===== config.mk =====
export PLATFORM = sky130hd
export DESIGN_NAME = ddi_top
export DESIGN_NICKNAME = d
export VERILOG_FILES = /design/src/ddi_pkg.sv /design/src/ddi_top.sv /design/src/ddi_filter.sv /design/src/ddi_aux_timer.sv
export SDC_FILE = /design/constraint.sdc
export NUM_CORES = 1
export LEC_CHECK = 0
export BUFFER_PORTS_ARGS = -buffer_cell sky130_fd_sc_hd__clkbuf_2
export CAP_MARGIN = 20
export CORE_ASPECT_RATIO = 1.2
export CORE_MARGIN = 2
export CORE_UTILIZATION = 59
export CTS_BUF_LIST = sky130_fd_sc_hd__clkbuf_16
export DETAILED_ROUTE_END_ITERATION = 7
export PLACE_DENSITY = 0.85
export SLEW_MARGIN = 10
export SYNTH_ARGS = -nofsm -noshare
export SYNTH_HDL_FRONTEND = slang
export SYNTH_SLANG_ARGS = --single-unit

===== constraint.sdc =====
create_clock -name clk -period 3.4 [get_ports clk]
set_input_delay 0.68 -clock clk [delete_from_list [all_inputs] [get_ports clk]]
set_output_delay 0.68 -clock clk [all_outputs]
set_load 0.01 [all_outputs]

===== src/ddi_pkg.sv =====
// Constants, enumerations and carriers shared by the digital-input function logic
package ddi_pkg;

  // ***********************************************************
  // Timing
  // ***********************************************************
  localparam int CLK_PERIOD_NS = 10;
  localparam int TICK_MS_NS = 1_000_000;
  localparam int MS_CYCLES_DEFAULT = TICK_MS_NS / CLK_PERIOD_NS;
  localparam int MS_CNT_W = 17;
  localparam logic [9:0] MS_PER_SEC = 10'h3e8;
  localparam logic [5:0] SEC_PER_MIN = 6'h3c;
  localparam logic [13:0] MIN_PER_HOUR = 14'h003c;

  // ***********************************************************
  // Inputs and defaults
  // ***********************************************************
  localparam int NUM_INPUTS = 11;
  localparam logic [7:0] FILTER_MS_DEFAULT = 8'h0f;
  localparam logic [7:0] ALT_HOURS_MAX = 8'ha8;
  localparam logic [7:0] ALT_HOURS_DEFAULT = 8'ha8;
  localparam logic [12:0] TIMER_SEC_DEFAULT = 13'h001e;
  localparam logic [12:0] TIMER_SEC_MAX = 13'h1770;
  localparam logic [15:0] RAMP1_DEFAULT = 16'h00c8;
  localparam logic [15:0] RAMP2_DEFAULT = 16'h012c;
  localparam logic [15:0] RAMP3_DEFAULT = 16'h0190;
  localparam logic [15:0] CHANGE_FREQ_DEFAULT = 16'h0000;

  // ***********************************************************
  // Types
  // ***********************************************************
  typedef enum logic [1:0] {tm_on_delay, tm_off_delay, tm_one_pulse, tm_symm_pulse} ddi_tmode_t;
  typedef enum logic [1:0] {purge_max, purge_preset, purge_pid} ddi_purge_src_t;
  typedef enum logic [1:0] {src_normal, src_max, src_preset, src_pid} ddi_speed_src_t;
  typedef enum logic [1:0] {dup_none, dup_lead_sw, dup_timer, dup_powerup} ddi_duplex_t;

  // Acceleration and deceleration time, tenths of a second
  typedef struct packed {
    logic [15:0] acc;
    logic [15:0] dec;
  } ddi_ramp_t;

  // Input index (0..10) assigned to each function
  typedef struct packed {
    logic [3:0] estop;
    logic [3:0] smoke;
    logic [3:0] ramp_low;
    logic [3:0] ramp_high;
    logic [3:0] lead_switch;
    logic [3:0] hand_off_auto_switch;
    logic [3:0] alt_button;
  } ddi_func_map_t;

endpackage : ddi_pkg


===== src/ddi_top.sv =====
// Digital-input functions of a motor drive: status, filter, stop, purge, timer, ramps, duplex
`timescale 1ns/1ns

module ddi_top
  import ddi_pkg::*;
#(
  parameter int MS_CYCLES = MS_CYCLES_DEFAULT
) (
  input wire logic clk,
  input wire logic nrst,
  input wire logic [NUM_INPUTS-1:0] raw_inputs,
  input wire logic [7:0] filter_ms,
  input ddi_func_map_t func_map,
  output logic [NUM_INPUTS-1:0] input_status,
  input wire logic estop_self_reset,
  input wire logic estop_reset_req,
  output logic emergency_stop,
  input ddi_purge_src_t purge_source,
  output logic smoke_purge_active,
  output ddi_speed_src_t speed_source,
  output logic protections_enabled,
  input wire logic [2:0] timer_input_sel,
  input ddi_tmode_t timer_mode,
  input wire logic [12:0] timer_set_sec,
  input wire logic timer_nc,
  output logic timer_out,
  input ddi_ramp_t ramp_base,
  input wire logic ramp_load,
  input wire logic [1:0] ramp_load_index,
  input ddi_ramp_t ramp_load_value,
  input wire logic [15:0] change_freq,
  input wire logic [15:0] out_freq,
  output logic [1:0] ramp_pair,
  output ddi_ramp_t ramp_active,
  input ddi_duplex_t duplex_mode,
  input wire logic unit_two,
  input wire logic [7:0] alt_interval_hours,
  input wire logic run_minutes_wr,
  input wire logic [13:0] run_minutes_wdata,
  input wire logic self_faulted,
  input wire logic self_running,
  input wire logic stored_lead_cmd,
  input wire logic partner_faulted_pin,
  input wire logic link_unstable_pin,
  output logic lead_cmd,
  output logic lead_now,
  output logic [13:0] alternation_run_minutes
);

  // ***********************************************************
  // State
  // ***********************************************************
  typedef struct packed {
    logic [MS_CNT_W-1:0] ms_cnt;
    logic ms_tick;
    logic [9:0] sec_cnt;
    logic sec_tick;
    logic [5:0] min_cnt;
    logic min_tick;
    logic estop;
    logic purge;
    ddi_speed_src_t src;
    logic [1:0] pair;
    ddi_ramp_t active;
    ddi_ramp_t r1;
    ddi_ramp_t r2;
    ddi_ramp_t r3;
    logic pf_sync1;
    logic pf_sync2;
    logic lu_sync1;
    logic lu_sync2;
    logic booted;
    logic lead_cmd;
    logic lead_now;
    logic hoa_d;
    logic alt_d;
    logic [13:0] run_min;
  } ddi_top_state_t;

  ddi_top_state_t st;
  ddi_top_state_t next_st;

  logic [NUM_INPUTS-1:0] filt;
  logic estop_in;
  logic smoke_in;
  logic ramp_lo;
  logic ramp_hi;
  logic lead_sw;
  logic hoa_not_auto;
  logic alt_btn;
  logic timer_trig;
  logic [1:0] ramp_code;
  logic [7:0] hours;
  logic [13:0] interval_min;
  logic actual_lead;

  // Index decode shared by every function assignment
  function automatic logic pick(input logic [NUM_INPUTS-1:0] vec, input logic [3:0] idx);
    logic r;
    r = 1'b0;
    if (idx < 4'(NUM_INPUTS)) begin
      r = vec[idx];
    end
    return r;
  endfunction : pick

  // ***********************************************************
  // Submodules
  // ***********************************************************
  ddi_filter u_filter (
    .clk(clk),
    .nrst(nrst),
    .ms_tick(st.ms_tick),
    .filter_ms(filter_ms),
    .raw(raw_inputs),
    .filt(filt)
  );

  ddi_aux_timer u_timer (
    .clk(clk),
    .nrst(nrst),
    .sec_tick(st.sec_tick),
    .trig(timer_trig),
    .mode(timer_mode),
    .set_sec(timer_set_sec),
    .timer_out(timer_out)
  );

  // ***********************************************************
  // Input decode
  // ***********************************************************
  assign estop_in = pick(filt, func_map.estop);
  assign smoke_in = pick(filt, func_map.smoke);
  assign ramp_lo = pick(filt, func_map.ramp_low);
  assign ramp_hi = pick(filt, func_map.ramp_high);
  assign lead_sw = pick(filt, func_map.lead_switch);
  assign hoa_not_auto = pick(filt, func_map.hand_off_auto_switch);
  assign alt_btn = pick(filt, func_map.alt_button);
  // Select 7 is decoded as no input and never triggers, though input 7 exists
  assign timer_trig = (timer_input_sel != 3'h7) &&
                      (pick(filt, {1'b0, timer_input_sel}) ^ timer_nc);
  assign ramp_code = {ramp_hi, ramp_lo};
  assign hours = (alt_interval_hours > ALT_HOURS_MAX) ? ALT_HOURS_MAX : alt_interval_hours;
  assign interval_min = 14'(hours) * MIN_PER_HOUR;

  // Actual role; commanded role stays in st.lead_cmd
  always_comb begin
    actual_lead = st.lead_cmd;
    if (duplex_mode == dup_none) begin
      actual_lead = 1'b1;
    end else if (st.lu_sync2) begin
      actual_lead = !unit_two;
    end else if (self_faulted || hoa_not_auto) begin
      actual_lead = 1'b0;
    end else if (st.pf_sync2) begin
      actual_lead = 1'b1;
    end
  end

  // ***********************************************************
  // Next state
  // ***********************************************************
  always_comb begin
    next_st = st;

    // Tick dividers: ms from the clock, seconds from ms, minutes from seconds
    next_st.ms_tick = 1'b0;
    next_st.sec_tick = 1'b0;
    next_st.min_tick = 1'b0;
    if (st.ms_cnt >= MS_CNT_W'(MS_CYCLES - 1)) begin
      next_st.ms_cnt = '0;
      next_st.ms_tick = 1'b1;
    end else begin
      next_st.ms_cnt = st.ms_cnt + MS_CNT_W'(1);
    end
    if (st.ms_tick) begin
      if (st.sec_cnt >= (MS_PER_SEC - 10'h001)) begin
        next_st.sec_cnt = 10'h000;
        next_st.sec_tick = 1'b1;
      end else begin
        next_st.sec_cnt = st.sec_cnt + 10'h001;
      end
    end
    if (st.sec_tick) begin
      if (st.min_cnt >= (SEC_PER_MIN - 6'h01)) begin
        next_st.min_cnt = 6'h00;
        next_st.min_tick = 1'b1;
      end else begin
        next_st.min_cnt = st.min_cnt + 6'h01;
      end
    end

    // Emergency stop; an activation in the reset cycle wins
    if (estop_in) begin
      next_st.estop = 1'b1;
    end else if (estop_self_reset) begin
      next_st.estop = 1'b0;
    end else if (estop_reset_req) begin
      next_st.estop = 1'b0;
    end

    // Smoke purge speed source
    next_st.purge = smoke_in;
    if (smoke_in) begin
      case (purge_source)
        purge_max: next_st.src = src_max;
        purge_preset: next_st.src = src_preset;
        purge_pid: next_st.src = src_pid;
        default: next_st.src = src_max;
      endcase
    end else begin
      next_st.src = src_normal;
    end

    // Ramp pair times, reloadable from outside
    if (ramp_load) begin
      case (ramp_load_index)
        2'h1: next_st.r1 = ramp_load_value;
        2'h2: next_st.r2 = ramp_load_value;
        2'h3: next_st.r3 = ramp_load_value;
        default: next_st.r1 = st.r1;
      endcase
    end
    next_st.pair = ramp_code;
    if ((ramp_code == 2'h1) && (change_freq != 16'h0000) && (out_freq <= change_freq)) begin
      next_st.pair = 2'h0;
    end
    case (next_st.pair)
      2'h1: next_st.active = st.r1;
      2'h2: next_st.active = st.r2;
      2'h3: next_st.active = st.r3;
      default: next_st.active = ramp_base;
    endcase

    // Pin synchronisers from the partner drive
    next_st.pf_sync1 = partner_faulted_pin;
    next_st.pf_sync2 = st.pf_sync1;
    next_st.lu_sync1 = link_unstable_pin;
    next_st.lu_sync2 = st.lu_sync1;

    // Commanded role
    next_st.hoa_d = hoa_not_auto;
    next_st.alt_d = alt_btn;
    next_st.booted = 1'b1;
    if (!st.booted) begin
      // Only a true power-up reaches here; low-voltage recovery does not reset this block
      next_st.lead_cmd = stored_lead_cmd ^ (duplex_mode == dup_powerup);
    end else begin
      case (duplex_mode)
        dup_lead_sw: begin
          next_st.lead_cmd = lead_sw;
        end
        dup_timer, dup_powerup: begin
          if (alt_btn && !st.alt_d) begin
            next_st.lead_cmd = !st.lead_cmd;
          end else if ((duplex_mode == dup_timer) && (interval_min != 14'h0000) &&
                       (st.run_min >= interval_min)) begin
            next_st.lead_cmd = !st.lead_cmd;
          end
        end
        default: next_st.lead_cmd = st.lead_cmd;
      endcase
      if (hoa_not_auto && !st.hoa_d && st.lead_now) begin
        next_st.lead_cmd = 1'b0;
      end
    end
    next_st.lead_now = actual_lead;

    // Lead run-time counter in minutes
    if (st.lead_now && !actual_lead) begin
      next_st.run_min = 14'h0000;
    end else if (run_minutes_wr) begin
      next_st.run_min = run_minutes_wdata;
    end else if ((duplex_mode == dup_timer) && (interval_min != 14'h0000) &&
                 (st.run_min >= interval_min)) begin
      next_st.run_min = 14'h0000;
    end else if (st.min_tick && st.lead_now && self_running && (st.run_min != 14'h3fff)) begin
      next_st.run_min = st.run_min + 14'h0001;
    end
  end

  // ***********************************************************
  // Registers
  // ***********************************************************
  always_ff @(posedge clk or negedge nrst) begin
    if (!nrst) begin
      st <= '0;
      st.src <= src_normal;
      st.r1 <= '{acc: RAMP1_DEFAULT, dec: RAMP1_DEFAULT};
      st.r2 <= '{acc: RAMP2_DEFAULT, dec: RAMP2_DEFAULT};
      st.r3 <= '{acc: RAMP3_DEFAULT, dec: RAMP3_DEFAULT};
    end else begin
      st <= next_st;
    end
  end

  // ***********************************************************
  // Outputs
  // ***********************************************************
  assign input_status = filt;
  assign emergency_stop = st.estop;
  assign smoke_purge_active = st.purge;
  assign speed_source = st.src;
  assign protections_enabled = !st.purge;
  assign ramp_pair = st.pair;
  assign ramp_active = st.active;
  assign lead_cmd = st.lead_cmd;
  assign lead_now = st.lead_now;
  assign alternation_run_minutes = st.run_min;

endmodule : ddi_top


===== src/ddi_filter.sv =====
// Two-flop synchroniser and millisecond debounce filter for the digital inputs
`timescale 1ns/1ns
module ddi_filter
  import ddi_pkg::*;
(
  input wire logic clk,
  input wire logic nrst,
  input wire logic ms_tick,
  input wire logic [7:0] filter_ms,
  input wire logic [NUM_INPUTS-1:0] raw,
  output logic [NUM_INPUTS-1:0] filt
);

  typedef struct packed {
    logic [NUM_INPUTS-1:0] sync1;
    logic [NUM_INPUTS-1:0] sync2;
    logic [NUM_INPUTS-1:0] filt;
    logic [NUM_INPUTS-1:0][7:0] cnt;
  } ddi_filter_state_t;

  ddi_filter_state_t st;
  ddi_filter_state_t next_st;

  always_comb begin
    next_st = st;
    next_st.sync1 = raw;
    next_st.sync2 = st.sync1;
    for (int i = 0; i < NUM_INPUTS; i++) begin
      if (st.sync2[i] == st.filt[i]) begin
        next_st.cnt[i] = 8'h00;
      end else if (ms_tick) begin
        if (st.cnt[i] >= filter_ms) begin
          next_st.filt[i] = st.sync2[i];
          next_st.cnt[i] = 8'h00;
        end else begin
          next_st.cnt[i] = st.cnt[i] + 8'h01;
        end
      end
    end
  end

  always_ff @(posedge clk or negedge nrst) begin
    if (!nrst) begin
      st <= '0;
    end else begin
      st <= next_st;
    end
  end

  assign filt = st.filt;

endmodule : ddi_filter


===== src/ddi_aux_timer.sv =====
// Auxiliary in-out timer: on-delay, off-delay, single pulse and symmetric pulses
`timescale 1ns/1ns
module ddi_aux_timer
  import ddi_pkg::*;
(
  input wire logic clk,
  input wire logic nrst,
  input wire logic sec_tick,
  input wire logic trig,
  input ddi_tmode_t mode,
  input wire logic [12:0] set_sec,
  output logic timer_out
);

  typedef struct packed {
    logic out;
    logic trig_d;
    logic [12:0] cnt;
  } ddi_timer_state_t;

  ddi_timer_state_t st;
  ddi_timer_state_t next_st;
  logic [12:0] limit;
  logic done;

  assign limit = (set_sec > TIMER_SEC_MAX) ? TIMER_SEC_MAX : set_sec;
  assign done = (st.cnt >= limit);

  always_comb begin
    next_st = st;
    next_st.trig_d = trig;
    case (mode)
      tm_on_delay: begin
        if (!trig) begin
          next_st.out = 1'b0;
          next_st.cnt = 13'h0000;
        end else if (done) begin
          next_st.out = 1'b1;
        end else if (sec_tick) begin
          next_st.cnt = st.cnt + 13'h0001;
        end
      end
      tm_off_delay: begin
        if (trig) begin
          next_st.out = 1'b1;
          next_st.cnt = 13'h0000;
        end else if (st.out && done) begin
          next_st.out = 1'b0;
        end else if (st.out && sec_tick) begin
          next_st.cnt = st.cnt + 13'h0001;
        end
      end
      tm_one_pulse: begin
        if (!st.out && trig && !st.trig_d) begin
          next_st.out = 1'b1;
          next_st.cnt = 13'h0000;
        end else if (st.out && done) begin
          next_st.out = 1'b0;
        end else if (st.out && sec_tick) begin
          next_st.cnt = st.cnt + 13'h0001;
        end
      end
      tm_symm_pulse: begin
        if (!trig) begin
          next_st.out = 1'b0;
          next_st.cnt = 13'h0000;
        end else if (!st.trig_d) begin
          next_st.out = 1'b1;
          next_st.cnt = 13'h0000;
        end else if (done) begin
          next_st.out = !st.out;
          next_st.cnt = 13'h0000;
        end else if (sec_tick) begin
          next_st.cnt = st.cnt + 13'h0001;
        end
      end
      default: begin
        next_st.out = 1'b0;
        next_st.cnt = 13'h0000;
      end
    endcase
  end

  always_ff @(posedge clk or negedge nrst) begin
    if (!nrst) begin
      st <= '0;
    end else begin
      st <= next_st;
    end
  end

  assign timer_out = st.out;

endmodule : ddi_aux_timer


==> reports/summary.txt <==
Die X - 174 µm
Buf+Inv Stages, Crit Path - 7
count of cell types in the netlist - 75
Starting Density - 59.9%
Total GRT Usage - 28.4%
Arr. time, crit path - 5070 ps
DRC violations left - 0
Fin. Hold Viols - 0
crit path capture type - flop
Sw Ratio - 28.5%
Clock Skew - 22.5 ps
Yosys Warn Count - 0
WP data required - 3800 ps
syn nets - 2,345
clock tree buffer depth - 3
CP cell instances - clkbuf_16, buf_4, xnor2_1, nand2_2, ha_1, inv_1, fa_1, inv_1, ha_1, o211ai_1, o21bai_1, a311oi_2, xnor2_1, inv_1, ha_4, nand2_4, nor4_4, nand2_1, o21ai_2, buf_4, o41ai_4, nand2_2, clkbuf_16, o21ai_2
Synth Instances - 1,968
Static Leakage - 11.7 nW
syn avg cell area - 10.4 µm²
Mapped Area - 20,400 µm²
H-tree levels - 2
run status - finished, violations left
Seq pwr share - 43.0%
most common cell after layout, fill and taps aside - dfrtp_1
antenna-violating nets left - 0
Int Pwr - 7.40 mW
global-route wire length before repair - 84,400 µm
clock network power share - 35.5%
CTS tree - yes
CP max FO - 7
Slew @ Worst Pin - 812 ps
Clk pin slew, worst setup/hold paths - 60 ps
Pins Over Slew Limit - 0
top post-synthesis cells by area - dfrtp_1 (38%), ha_1 (10%), mux2_2 (7.9%)
Post-Place Setup Slack - -1660 ps
register area share after synthesis - 40.5%
layout cell share with drive strength beyond 1 - 28.9%
I/O Buffers - 268
Switching Power - 2.95 mW
DR pass1 iterations - 5
gp weighted congestion - 0.901
I/O pins - 269
Power, Total - 10.4 mW
antenna violations before repair - 3
post-layout util - 69.7%
# hold bufs at CTS - 0
Sink Count - 329
ys async rst share - 100%
top cell type's share of synthesized area - 37.9%
Setup-failing EPs final - 15
worst skew pair latency - 540 ps
CTS root buf - clkbuf_16
Min-Delay Path Class - primary input to asynchronous set/reset pin
FP Rows - 74
Rel. slew slack - 45.9%
grt ovf - 0
crit share post-route - 137%
Setup CP Type - primary input to flop
# Max-Cap Violations - 0
Seq cells post-synth - 329
peak per-stage delay on the critical path - 540 ps
predominant post-synthesis flop cell - dfrtp_1
routed vias - 16,600
Most common cell on crit path - inv_1
Critical-path top delay cell - fa_1
drt first-iter violations - 1,218
vias in the first global route - 17,100
area added between synthesis and finish - 16.5%
largest net degree at the start of global routing - 99
RSZ-0062 raised after global routing - true
clock buffer count from CTS - 35
Comb power frac - 21.5%
area leader, netlist - dfrtp_1
Vias/cell - 6.13
VDD IR max - 0.526 mV
Critical Path Source Type - primary input
violated checks - setup timing
Fill cells - 2,416
Post-synth EDFFs - 0
drt total wl - 51,800 µm
Fmax - 0.214 GHz
Core ar. - 34,100 µm²
die area - 36,100 µm²
post-detailed-route wirelength per cell - 19.1 µm
dpl hpwl - 35,800 µm
min Tclk post-route - 4660 ps
Nets - 2,605
Power Density - 436 nW/µm²
chip height - 208 µm
most frequent cells in the layout - dfrtp_1 (309), clkbuf_2 (266), ha_1 (161), mux2_2 (143), nand2_1 (128)
final worst slack - -1260 ps
crit-path leading delay family - adder cells
state kept, by name, indices dropped and copies added (netlist names):
| name | flops |
|---|---|
| u_timer.st | 14 |
| u_filter.st | 99 |
| u_timer.timer_out | 1 |
| ramp_pair | 2 |
| emergency_stop | 1 |
| speed_source | 2 |
| smoke_purge_active | 1 |
| st | 137 |
| ramp_active | 32 |
| u_filter.next_st | 11 |
| u_filter.filt | 11 |
| alternation_run_minutes | 14 |
| next_st | 2 |
| lead_cmd | 1 |
| lead_now | 1 |
kinds of logic after synthesis:
kind of cell | synth area share (%)
XOR/XNOR | 3.52
AO/OA/AOI/OAI | 13.3
flip-flops | 40.5
buffers and inverters | 5.61
adder cells (fa/ha/maj) | 11.0
AND/OR/NAND/NOR | 14.6
multiplexers | 11.5
other | 0.0184
metrics by stage:
step,TNS [ps],cells,hold WS (ps),area [µm²]
3_3_place_gp,-26480,2635,334,22300
6_report,-18630,2712,154,23800
2_1_floorplan,-22110,1968,331,20600
3_5_place_dp,-29090,2635,336,22300
5_1_grt,-21230,2712,230,23800
4_1_cts,-14430,2705,204,23600
power by group through the flow:
stage	registers (mW)	clock network [mW]	logic, mW
finish	4.45	3.67	2.23
global route	4.48	3.92	2.44
CTS	4.45	3.75	2.11
global placement	4.47	0	1.82
detailed placement	4.50	0	1.92
floorplan	4.43	0	1.25
routing by layer:
layer	GRT usage [%]	share of wire [%]	routed length, µm
met4	13.1	4.1	2140
met5	0	0.039	20
met3	6.58	6.9	3560
met2	49.8	50	26100
met1	32.8	39	20000
worst reg2reg max path: stages, from the launching register on:
cell       delay (ps)
dfrtp_1           580
mux2_2            370
mux4_2            500
mux2_4            320
o41a_1            440
a21oi_2           170
nand2_2           100
clkbuf_16         200
o21ai_2           110
Yosys cell counts (all sizes together) (23+ instances only):
master,number
and2,23
nand2b,37
a211o,28
clkbuf,39
nor2,114
xor2,33
nor4b,40
mux2,144
o21ai,83
dfrtp,309
inv,95
xnor2,49
nand2,135
buf,93
a21oi,81
and3,30
nand3,72
nor2b,24
mux2i,39
a22o,34
ha,169
path summary, 6_finish.rpt:
path                                                  from                                endpoint  slack [ps]  depth (start not counted)
max in group asynchronous                             nrst                      st[73]$_DFFE_PN1P_        2340                          2
min                                                   nrst         u_filter.next_st[106]$_DFF_PN0_         150                          1
min reg2reg                u_filter.next_st[107]$_DFF_PN0_              u_filter.st[107]$_DFF_PN0_         340                          0
max                                  alt_interval_hours[3]  alternation_run_minutes[7]$_DFFE_PN0P_       -1260                         24
max reg2reg                   u_filter.filt[2]$_DFFE_PN0P_  alternation_run_minutes[7]$_DFFE_PN0P_         540                          8
min in group clk                             raw_inputs[5]         u_filter.next_st[104]$_DFF_PN0_         250                          1
layout make-up:
type | count | area, µm² | area share, %
Multi-Input combinational cell | 1412 | 11300 | 47.7
Sequential cell | 329 | 8260 | 34.8
Timing Repair Buffer | 355 | 2140 | 9.02
Clock buffer | 35 | 876 | 3.69
Tap cell | 456 | 571 | 2.40
Inverter | 95 | 357 | 1.50
Clock inverter | 29 | 223 | 0.937
Antenna cell | 1 | 2.50 | 0.0105
what timing repair did:
item,4_1_cts,5_1_grt
gates cloned,1,0
endpoints found under the setup margin,15,28
pin swaps,17,15
gates resized for setup,20,16
setup buffers,5,6
Power figures use the tool's default switching activity.
